[config.mk]
export PLATFORM = sky130hd
export DESIGN_NAME = sil_lock_ctrl
export DESIGN_NICKNAME = d
export VERILOG_FILES = /design/src/shared/sil_pkg.sv /design/src/hw/sil_lock_ctrl.sv
export VERILOG_INCLUDE_DIRS = /design/src /design/src/shared
export SDC_FILE = /design/constraint.sdc
export NUM_CORES = 1
export LEC_CHECK = 0
export BUFFER_PORTS_ARGS = -buffer_cell sky130_fd_sc_hd__buf_2
export CAP_MARGIN = 20
export CORE_MARGIN = 2
export CORE_UTILIZATION = 30
export CTS_CLUSTER_DIAMETER = 200
export DETAILED_ROUTE_END_ITERATION = 10
export HOLD_SLACK_MARGIN = 0.02
export PLACE_DENSITY = 0.5
export SLEW_MARGIN = 20
export SYNTH_ARGS = -nofsm -noshare
export SYNTH_HDL_FRONTEND = slang
export SYNTH_SLANG_ARGS = --single-unit
[constraint.sdc]
create_clock -name i_clock -period 5.8 [get_ports i_clock]
set_clock_uncertainty 0.2 [all_clocks]
set_input_delay 0.29 -clock i_clock [delete_from_list [all_inputs] [get_ports i_clock]]
set_output_delay 0.29 -clock i_clock [all_outputs]
set_load 0.01 [all_outputs]
[src/shared/sil_params.svh]
// Purpose: Constants for the solenoid interlock lock-control block.
// Assumes: Clock of 250 MHz, a period of 4 ns.
// Notes:   Timing counts are derived from times in their own units.
`ifndef SIL_PARAMS_SVH
`define SIL_PARAMS_SVH

// ----------------------------------------------------------------------------
// Timing
// ----------------------------------------------------------------------------
`define SIL_CLK_PERIOD_NS   4
`define SIL_PULSE_US        400
`define SIL_PULSE_CYC       ((`SIL_PULSE_US * 1000) / `SIL_CLK_PERIOD_NS)
`define SIL_TEST_PERIOD_MS  10
`define SIL_TEST_CYC        ((`SIL_TEST_PERIOD_MS * 1000000) / `SIL_CLK_PERIOD_NS)
`define SIL_BOLT_TMO_MS     50
`define SIL_BOLT_CYC        ((`SIL_BOLT_TMO_MS * 1000000) / `SIL_CLK_PERIOD_NS)
`define SIL_FLASH_MS        250
`define SIL_FLASH_CYC       ((`SIL_FLASH_MS * 1000000) / `SIL_CLK_PERIOD_NS)
`define SIL_CNT_W           26

`endif

[src/shared/sil_pkg.sv]
// Purpose: Types for the solenoid interlock lock-control block.
// Assumes: Constants come from sil_params.svh.
// Notes:   States and carriers only.
package sil_pkg;

	// ------------------------------------------------------------------------
	// Types
	// ------------------------------------------------------------------------
	typedef enum logic [2:0] {
		SIL_ST_POWERON,
		SIL_ST_WAIT_UNLOCK,
		SIL_ST_WAIT_RELOCK,
		SIL_ST_UNLOCKED,
		SIL_ST_DRIVING,
		SIL_ST_LOCKED,
		SIL_ST_FAULT,
		SIL_ST_ESCAPE
	} sil_state_t;

	typedef struct packed {
		logic control_in_first;
		logic control_in_second;
		logic control_in_third;
	} sil_ctrl_t;

	typedef struct packed {
		logic green;
		logic yellow;
		logic red;
	} sil_led_t;

endpackage

[src/hw/sil_lock_ctrl.sv]
// Purpose: Lock-control logic of a safety solenoid interlock.
// Assumes: Inputs synchronous to i_clock; bolt sensors already debounced.
// Notes:   Long counts except the test-pulse width are parameters so simulation can shorten them.
// ----------------------------------------------------------------------------
// Overview of operation
// Unlock when first and second high and third low; otherwise lock.
// Blocked bolt gets one automatic retry, second failure raises a fault.
// After a fault, bolt is not driven until control inputs change.
// Locked at power-on needs unlock then lock before normal locking.
// Yellow indicator flashes while waiting for that unlock and relock.
// Each safety output is switched off briefly, at most 0.4 ms, periodically.
// Monitor uses a 100 ms discrepancy window between channels.
// Monitor ignores test pulses shorter than 1 ms.
// Monitor takes two p-type outputs, no cross-short detection needed.
// Controller uses tested outputs for the highest performance level.
// Emergency exit switches both outputs off and prevents unintended locking.
// Active release after turn-back flashes all indicators until inputs driven.
// Outputs off unless bolt locked and no fault; fault on diagnostic output.
// ----------------------------------------------------------------------------
`include "sil_params.svh"

module sil_lock_ctrl
	import sil_pkg::*;
#(
	parameter int TEST_CYC  = `SIL_TEST_CYC,
	parameter int BOLT_CYC  = `SIL_BOLT_CYC,
	parameter int FLASH_CYC = `SIL_FLASH_CYC
)(
	input  wire logic      i_clock,
	input  wire logic      i_rst_b,
	input  wire sil_ctrl_t i_ctrl,
	input  wire logic      i_bolt_locked,
	input  wire logic      i_escape_active,
	input  wire logic      i_release_active,
	output logic           o_bolt_drive_out,
	output logic           o_safety_out_a,
	output logic           o_safety_out_b,
	output logic           o_diag_fault,
	output sil_led_t       o_led
);

	localparam logic [`SIL_CNT_W-1:0] PULSE_N = `SIL_CNT_W'(`SIL_PULSE_CYC);

	// ------------------------------------------------------------------------
	// Command decode and control state
	// ------------------------------------------------------------------------
	logic            unlock_cmd;
	sil_state_t      state_r,     state_nxt;
	logic            retry_r,     retry_nxt;
	logic [`SIL_CNT_W-1:0] bolt_cnt_r, bolt_cnt_nxt;
	sil_ctrl_t       fault_ctrl_r, fault_ctrl_nxt;
	logic            rel_flag_r,  rel_flag_nxt;
	sil_ctrl_t       ctrl_prev_r;

	// command decode
	// Covers both wiring variants: third input at ground in each unlock case.
	assign unlock_cmd = i_ctrl.control_in_first & i_ctrl.control_in_second
		& ~i_ctrl.control_in_third;

	// Next-state logic of the bolt sequencer.
	always_comb
	begin
		state_nxt      = state_r;
		retry_nxt      = retry_r;
		bolt_cnt_nxt   = bolt_cnt_r;
		fault_ctrl_nxt = fault_ctrl_r;
		rel_flag_nxt   = rel_flag_r;
		// release flag set
		// Set wins over clear when both occur in one cycle.
		if (i_release_active)
			rel_flag_nxt = 1'b1;
		else if (i_ctrl != ctrl_prev_r)
			rel_flag_nxt = 1'b0;
		// emergency exit priority
		// Escape overrides everything; outputs drop and locking is barred.
		if (i_escape_active)
		begin
			state_nxt = SIL_ST_ESCAPE;
		end
		else
		begin
			case (state_r)
				SIL_ST_POWERON:
					// power-on check
					state_nxt = i_bolt_locked ? SIL_ST_WAIT_UNLOCK : SIL_ST_UNLOCKED;
				SIL_ST_WAIT_UNLOCK:
					if (unlock_cmd)
						state_nxt = SIL_ST_WAIT_RELOCK;
				SIL_ST_WAIT_RELOCK:
					// relock required
					if (!unlock_cmd && !i_bolt_locked)
						state_nxt = SIL_ST_UNLOCKED;
				SIL_ST_UNLOCKED:
					if (!unlock_cmd)
					begin
						state_nxt    = SIL_ST_DRIVING;
						retry_nxt    = 1'b0;
						bolt_cnt_nxt = '0;
					end
				SIL_ST_DRIVING:
					if (unlock_cmd)
						state_nxt = SIL_ST_UNLOCKED;
					else if (i_bolt_locked)
						state_nxt = SIL_ST_LOCKED;
					else if (bolt_cnt_r == `SIL_CNT_W'(BOLT_CYC - 1))
					begin
						bolt_cnt_nxt = '0;
						// retry then fault
						if (retry_r)
						begin
							state_nxt      = SIL_ST_FAULT;
							fault_ctrl_nxt = i_ctrl;
						end
						else
							retry_nxt = 1'b1;
					end
					else
						bolt_cnt_nxt = bolt_cnt_r + 1'b1;
				SIL_ST_LOCKED:
					if (unlock_cmd)
						state_nxt = SIL_ST_UNLOCKED;
				SIL_ST_FAULT:
					// wait input change
					if (i_ctrl != fault_ctrl_r)
						state_nxt = SIL_ST_UNLOCKED;
				SIL_ST_ESCAPE:
					// no unintended relock
					// Leave only on an unlock command, so a lock level left standing
					// on the inputs cannot drive the bolt straight back out.
					if (unlock_cmd)
						state_nxt = SIL_ST_UNLOCKED;
				default:
					state_nxt = SIL_ST_POWERON;
			endcase
		end
	end

	// Registers of the bolt sequencer.
	always_ff @(posedge i_clock or negedge i_rst_b)
	begin
		if (!i_rst_b)
		begin
			state_r      <= SIL_ST_POWERON;
			retry_r      <= 1'b0;
			bolt_cnt_r   <= '0;
			fault_ctrl_r <= '0;
			rel_flag_r   <= 1'b0;
			ctrl_prev_r  <= '0;
		end
		else
		begin
			state_r      <= state_nxt;
			retry_r      <= retry_nxt;
			bolt_cnt_r   <= bolt_cnt_nxt;
			fault_ctrl_r <= fault_ctrl_nxt;
			rel_flag_r   <= rel_flag_nxt;
			ctrl_prev_r  <= i_ctrl;
		end
	end

	// ------------------------------------------------------------------------
	// Output self-test pulses and indicator blink
	// ------------------------------------------------------------------------
	logic [`SIL_CNT_W-1:0] test_cnt_r,  test_cnt_nxt;
	logic [`SIL_CNT_W-1:0] flash_cnt_r, flash_cnt_nxt;
	logic                  blink_r,     blink_nxt;
	logic                  pulse_a,     pulse_b;
	logic                  outs_ok;

	// Channel B is tested half a period after A so both never drop together.
	always_comb
	begin
		test_cnt_nxt  = (test_cnt_r == `SIL_CNT_W'(TEST_CYC - 1)) ? '0 : test_cnt_r + 1'b1;
		flash_cnt_nxt = flash_cnt_r + 1'b1;
		blink_nxt     = blink_r;
		if (flash_cnt_r == `SIL_CNT_W'(FLASH_CYC - 1))
		begin
			flash_cnt_nxt = '0;
			blink_nxt     = ~blink_r;
		end
	end

	// test pulse windows
	assign pulse_a = (test_cnt_r < PULSE_N);
	assign pulse_b = (test_cnt_r >= `SIL_CNT_W'(TEST_CYC / 2))
		&& (test_cnt_r < `SIL_CNT_W'(TEST_CYC / 2) + PULSE_N);

	// output qualification
	assign outs_ok = (state_r == SIL_ST_LOCKED) && i_bolt_locked && !i_escape_active;

	// Test counter and blink registers.
	always_ff @(posedge i_clock or negedge i_rst_b)
	begin
		if (!i_rst_b)
		begin
			// Start just past channel A's dropout, so the first lock after reset
			// is not masked by a test pulse that would carry no information.
			test_cnt_r  <= PULSE_N;
			flash_cnt_r <= '0;
			blink_r     <= 1'b0;
		end
		else
		begin
			test_cnt_r  <= test_cnt_nxt;
			flash_cnt_r <= flash_cnt_nxt;
			blink_r     <= blink_nxt;
		end
	end

	// Registered outputs; the safety outputs take effect one cycle after their cause.
	always_ff @(posedge i_clock or negedge i_rst_b)
	begin
		if (!i_rst_b)
		begin
			o_bolt_drive_out <= 1'b0;
			o_safety_out_a   <= 1'b0;
			o_safety_out_b   <= 1'b0;
			o_diag_fault     <= 1'b0;
			o_led            <= '0;
		end
		else
		begin
			// drive inhibit
			o_bolt_drive_out <= (state_nxt == SIL_ST_DRIVING) || (state_nxt == SIL_ST_LOCKED);
			o_safety_out_a   <= outs_ok && !pulse_a;
			o_safety_out_b   <= outs_ok && !pulse_b;
			// fault report
			o_diag_fault     <= (state_r == SIL_ST_FAULT);
			if (rel_flag_r)
				// all flash
				o_led <= '{green: blink_r, yellow: blink_r, red: blink_r};
			else
				// yellow flash
				o_led <= '{green: outs_ok,
					yellow: ((state_r == SIL_ST_WAIT_UNLOCK)
						|| (state_r == SIL_ST_WAIT_RELOCK)) ? blink_r
						: (state_r == SIL_ST_LOCKED),
					red: (state_r == SIL_ST_FAULT)};
		end
	end

endmodule // sil_lock_ctrl

==> impl_metrics.toml, run 1 <==
[outcome]
status = "finished clean"

[placed_design]
dpl_cell_area_um2 = 5220
place_congestion = 0.766
io_buffers = 14
place_hpwl_mm = 6.96

[yosys]
synth-seq-cells = 97
postSynthAreaPerCell_um2 = 9.73
ys_types = 53
syn_area_um2 = 4920
synthFlopType = "dfrtp_1"
synth_area_leader_cell = "dfrtp_1"
ys_top_cells_by_area = "dfrtp_1, xnor2_1, xor2_1, nor2_1, nand4_1"
yosysSeqAreaShare_pct = 49.5
synth_nets = 518
synth_edf_count = 0
async_reset_ff_share_pct = 100
synth_cells = 506
ys_warn_count = 0
netlist.area_leader.share_pct = 46.3

[layout]
diodes = 0
syn_to_final_growth_pct = 13.7
design_area_um2 = 5590
final_layout_size_suffix_gt1_share_pct = 9.68
fin_nets = 534

[detailed_routing]
viasPerCell = 4.94
drt-total-wl_mm = 10.4
antenna_left = 0
top_layer_used = "met4"
dr_wl_met3_um = 300
drt_iter0_markers = 214
wl_per_cell_um = 14.0
drc_errors = 0
met2_length_mm = 4.71
vias = 3674
drt-met1-wl_mm = 5.19
dr.pass1.iters = 4

[sta]
finalHoldViolations = 0
tns_ns = 0
setup_violations = 0
period_needed_ns = 2.92
fmax_ghz = 0.343
rsz0062_at_grt = "no"
min_period_over_period_pct = 50.3
worst_pin_slew_ns = 0.883
drv_slew = 0
slew_headroom_pct = 40.6
whs_ns = 0.135

[cts]
htreeDepth = 3
clkSlewWorstSetupHoldPaths_ns = 0.06
cts_tree = "yes"
clk_path_buf_depth = 2
insertion_delay_ns = 0.35
cts_sinks = 97
cts_buffers = 9
clock-root-buffer = "clkbuf_16"

[critical_path]
cp-end-kind = "register"
critical_path.startpoint = "state_r[2]"
required_ns = 5.80
path_buf_inv = 1
crit_path_start_kind = "register"
critPathMaxStageDelay_ns = 0.61
cp_slowest_cell = "dfrtp_1"
cp_cell_sequence = "nor4b_1 > o211ai_1 > buf_2 > nor2_2 > nor2_1"
path_max_fanout = 18
r2r-start = "state_r[2]"
criticalPathCategory = "reg2reg"
cp_top_family = "simple AND/OR/NAND/NOR gates"
worstPathArrival_ns = 2.92

[die]
die_area_um2 = 17400
io_pins = 15
rows = 46
start_util_pct = 30.9
die_w_um = 132
core-area_um2 = 15900
die_height_um = 132

[worst_hold_path]
hold_start = "i_escape_active"
hold_class = "in2reg"

[global_routing]
grt_pass1_vias = 3573
grt_pass1_wl_mm = 17.6
grt_usage_pct = 12.3
grt_max_degree = 70
overflow = 0
antenna_found_initial = 0

[pwr]
vdd_drop_max_uv = 152
powerDensity_nw_per_um2 = 254
total_leakage_power_nw = 2.39

[flow_run]
drv_cap = 0
cell families after synthesis:
family                   Yosys count  share of synthesized area (%)
AO/OA/AOI/OAI                     55                           7.68
XOR/XNOR                          68                           12.1
adder cells (fa/ha/maj)            4                           1.02
buffers and inverters             37                           2.87
flip-flops                        97                           49.5
multiplexers                       5                           1.09
AND/OR/NAND/NOR                  240                           25.8
path summary, 6_finish.rpt:
kind	to	slack, ns	cells after the start
min in group asynchronous	bolt_cnt_r[3]	0.21	2
min reg2reg	test_cnt_r[25]	0.28	1
max in group asynchronous	flash_cnt_r[19]	3.97	3
max	bolt_cnt_r[12]	2.88	5
min	state_r[2]	0.13	3
max reg2reg	bolt_cnt_r[12]	2.88	5
state kept, by name (all words and copies together) (netlist names):
signal / count
blink_r: 1
bolt_cnt_r: 26
ctrl_prev_r: 3
fault_ctrl_r: 3
flash_cnt_r: 26
o_bolt_drive_out: 1
o_diag_fault: 1
o_led: 3
o_safety_out_a: 1
o_safety_out_b: 1
rel_flag_r: 1
retry_r: 1
state_r: 3
test_cnt_r: 26
placed cells by master, fill, tap and decap left out, types with 7 or more instances in the layout:
cell type	synthesis	final
and4_1	7	7
buf_2	2	14
xnor2_1	34	34
a21oi_1	13	13
nand4_1	26	26
nor3_1	12	12
nand3_1	31	31
o21ai_0	16	16
nor4_1	14	14
dfrtp_1	91	91
nor2_1	65	64
clkbuf_16	0	9
inv_1	17	17
nand2_1	38	38
xor2_1	34	34
per-layer routing:
layer / GRT usage (%) / vias up
met5: 0 / -
met4: 3.99 / 0
met1: 16.5 / 1804
met2: 19.0 / 39
li1: - / 1820
met3: 3.69 / 11
power by group:
part           leakage, nW  switching, mW  internal [mW]
Clock                0.153          0.253          0.370
Combinational        0.952         0.0477         0.0294
Sequential            1.28         0.0276          0.695
cell usage after synthesis (2+ instances only):
| cell | n |
|---|---|
| nor2b_1 | 5 |
| inv_1 | 17 |
| a31oi_1 | 3 |
| ha_1 | 4 |
| and3b_1 | 2 |
| xor2_1 | 34 |
| nand2_1 | 38 |
| o21a_1 | 2 |
| o21ai_0 | 16 |
| o31ai_1 | 2 |
| buf_2 | 2 |
| xnor2_1 | 34 |
| nor3_1 | 12 |
| o41ai_1 | 3 |
| o22ai_1 | 2 |
| or4_1 | 5 |
| nor4_1 | 14 |
| clkbuf_1 | 17 |
| and3_1 | 6 |
| nand3_1 | 31 |
| and4_1 | 7 |
| and2_1 | 3 |
| mux2_2 | 3 |
| or3_1 | 6 |
| nand3b_1 | 3 |
| mux2i_1 | 2 |
| dfrtp_1 | 91 |
| nand2b_1 | 2 |
| nor4b_1 | 4 |
| nand4_1 | 26 |
| a21oi_1 | 13 |
| nor3b_1 | 4 |
| nor2_1 | 65 |
| o211ai_1 | 3 |
| dfstp_2 | 6 |
| nor4bb_1 | 2 |
cell type report:
type	instances	area, um2
inverter	17	63.8
clock inverter	2	35.0
multi-input combinational	372	2350
clock buffer	14	274
fill	1640	10300
tap	216	270
sequential	97	2430
timing repair buffer	25	168
per-stage QoR:
| stage | utilization [%] | setup WS (ns) | instances | total power [mW] |
|---|---|---|---|---|
| floorplan | - | 3.38 | 506 | 0.774 |
| global placement | 32.7 | 2.61 | 720 | 0.808 |
| detailed placement | 32.7 | 2.87 | 720 | 0.810 |
| CTS | 35.0 | 2.81 | 742 | 1.44 |
| global route | 35.1 | 2.58 | 743 | 1.48 |
| finish | 35.1 | 2.88 | 743 | 1.42 |
timing repair:
item | 4_1_cts | 5_1_grt
hold buffers | 6 | 0
gates resized for setup | 0 | 0
hold endpoints to repair | 33 | 0
setup buffers | 0 | 0
worst register-to-register path: cells and delay by family, from the launching register on:
kind	cells	cell delay, ns
AND/OR/NAND/NOR	3	1.29
flip-flops	1	0.61
AO/OA/AOI/OAI	1	0.39
buffers and inverters	1	0.28
(Power assumes the default switching activity.)
==> run 2, diff against run 1 <==
- ABC_AREA: default -> 1
- PLACE_DENSITY: 0.5 -> 0.52
- clock period: 5.8 -> 2.5 ns (I/O delays scaled with it)
==> impl_metrics.toml, run 2 <==
[outcome]
status = "finished clean"

[die]
start_util_pct = 30.3
core-area_um2 = 20000
rows = 52
die_height_um = 146
io_pins = 15
die_w_um = 146
die_area_um2 = 21400

[yosys]
ys_top_cells_by_area = "dfrtp_1, nand2_1, nor2_1, inv_1, xor2_1"
synth_area_leader_cell = "dfrtp_1"
synth_nets = 877
yosysSeqAreaShare_pct = 40.1
async_reset_ff_share_pct = 100
postSynthAreaPerCell_um2 = 7.01
yosysMostFrequentCell = "nand2_1"
synthTopCellsByCount = "nand2_1, nor2_1, inv_1, dfrtp_1, nand3_1"
synth-seq-cells = 97
ys_types = 41
synth_cells = 865
ys_warn_count = 0
synthFlopType = "dfrtp_1"
netlist.area_leader.share_pct = 37.5
syn_area_um2 = 6070
synth_edf_count = 0

[sta]
setup_violations = 0
rsz0062_at_grt = "no"
drv_slew = 0
min_period_over_period_pct = 82.6
slew_headroom_pct = 63.9
period_needed_ns = 2.06
tns_ns = 0
finalHoldViolations = 0
fmax_ghz = 0.484
worst_pin_slew_ns = 0.537

[detailed_routing]
wl_per_cell_um = 13.1
antenna_left = 0
drt-total-wl_mm = 15.3
drc_errors = 0
dr.pass1.iters = 5
drt_iter0_markers = 298
viasPerCell = 4.66
vias = 5420

[cts]
clk_path_buf_depth = 2
cts_buffers = 9
insertion_delay_ns = 0.35
htreeDepth = 3
clkSlewWorstSetupHoldPaths_ns = 0.07
ctsResizeCount = 0
cts_sinks = 97
cts_hold_repair.buffers = 7
cts_setup_buffers = 0
clock-root-buffer = "clkbuf_16"
cts_tree = "yes"

[global_routing]
grt_max_degree = 46
grt_pass1_vias = 5335
antenna_found_initial = 0
overflow = 0
grt_usage_pct = 15.0
grt_pass1_wl_mm = 26.2

[critical_path]
worstPathArrival_ns = 2.10
required_ns = 2.54
cp-end-kind = "register"
crit_path_start_kind = "register"
criticalPathCategory = "reg2reg"
path_max_fanout = 9

[layout]
fin_nets = 901
final_cell_mix = "nand2_1, nor2_1, inv_1"
multi_input_area_um2 = 3070
syn_to_final_growth_pct = 12.7
top_regs = "bolt_cnt_r (26), flash_cnt_r (26), test_cnt_r (26)"
fillers = 2180
mostFrequentLayoutCell = "nand2_1"
diodes = 0
regArea_um2 = 2430
final_layout_size_suffix_gt1_share_pct = 6.49

[flow_run]
drv_cap = 0

[pwr]
total_leakage_power_nw = 3.27
vdd_drop_max_uv = 320
power.total_mw = 3.43
powerDensity_nw_per_um2 = 501

[placed_design]
place_hpwl_mm = 11.5
io_buffers = 14
place_congestion = 0.881

[worst_hold_path]
hold_class = "in2async"
==> run 2: cell types whose count changed after synthesis, moves of 7 or more <==
cell and change:
inv_1 +108, xor2_1 +7, xnor2_1 -23, clkbuf_1 -15, nor2_1 +90, nand3_1 +23, nor3_1 +16, nand2_1 +181
o21ai_0 +7, and4_1 -7
==> run 2: logic make-up after synthesis <==
kind of cell / synth area share [%]
buf+inv: 9.18
compound gates: 4.56
xor+xnor: 7.51
fa+ha+maj: 0.825
simple gates: 37.8
flops: 40.1
==> run 2: area by class of cell <==
cell class	count	area share, %
multi-input combinational	627	45.0
sequential	97	35.6
tap	270	4.94
clock inverter	5	1.17
inverter	129	7.08
clock buffer	11	3.55
timing repair buffer	25	2.71
==> run 2: worst paths after layout <==
kind,startpoint,to,cells after the start,slack (ns)
max reg2reg,bolt_cnt_r[1],bolt_cnt_r[17],10,0.44
min reg2reg,test_cnt_r[25],test_cnt_r[25],2,0.31
min,i_rst_b,flash_cnt_r[24],2,0.05
max,bolt_cnt_r[1],bolt_cnt_r[17],10,0.44
min in group i_clock,i_ctrl[0],ctrl_prev_r[0],2,0.29
max in group asynchronous,i_rst_b,bolt_cnt_r[8],3,1.37
==> run 2: worst max-delay path, stage by stage (launching register included) <==
cell and delay [ns]:
dfrtp_1 0.40, ha_1 0.22, nand3_1 0.13, inv_2 0.13
nand3b_1 0.08, nor2_1 0.08, nand2_1 0.16, nand2_1 0.14
nand2_2 0.14, inv_1 0.19, nor2_1 0.07
==> run 2: routing by layer <==
| layer | track usage (%) | wire length, um | vias to the layer above | share of wire (%) |
|---|---|---|---|---|
| met5 | 0 | 0 | - | 0 |
| met4 | 3.79 | 238 | 0 | 1.6 |
| met3 | 3.13 | 664 | 20 | 4.4 |
| met2 | 25.4 | 7170 | 139 | 47 |
| met1 | 19.8 | 7190 | 2486 | 47 |
| li1 | - | - | 2775 | - |
==> run 2: power breakdown <==
| group | switching (mW) | internal (mW) |
|---|---|---|
| logic | 0.140 | 0.0771 |
| registers | 0.0609 | 1.62 |
| clock network | 0.629 | 0.904 |
| total | 0.830 | 2.60 |
==> run 2: metrics by stage <==
stage / cells / utilization [%] / hold WS [ns] / area, um2 / setup slack (ns)
final: 1164 / 34.1 / 0.0468 / 6840 / 0.435
after global routing: 1164 / 34.1 / 0.0880 / 6840 / 0.203
after CTS: 1164 / 34.1 / 0.0631 / 6840 / 0.447
after detailed placement: 1141 / 32.2 / -0.101 / 6450 / 0.458
after global placement: 1141 / 32.2 / -0.100 / 6450 / 0.505
after floorplan: 865 / - / -0.371 / 6070 / 0.788
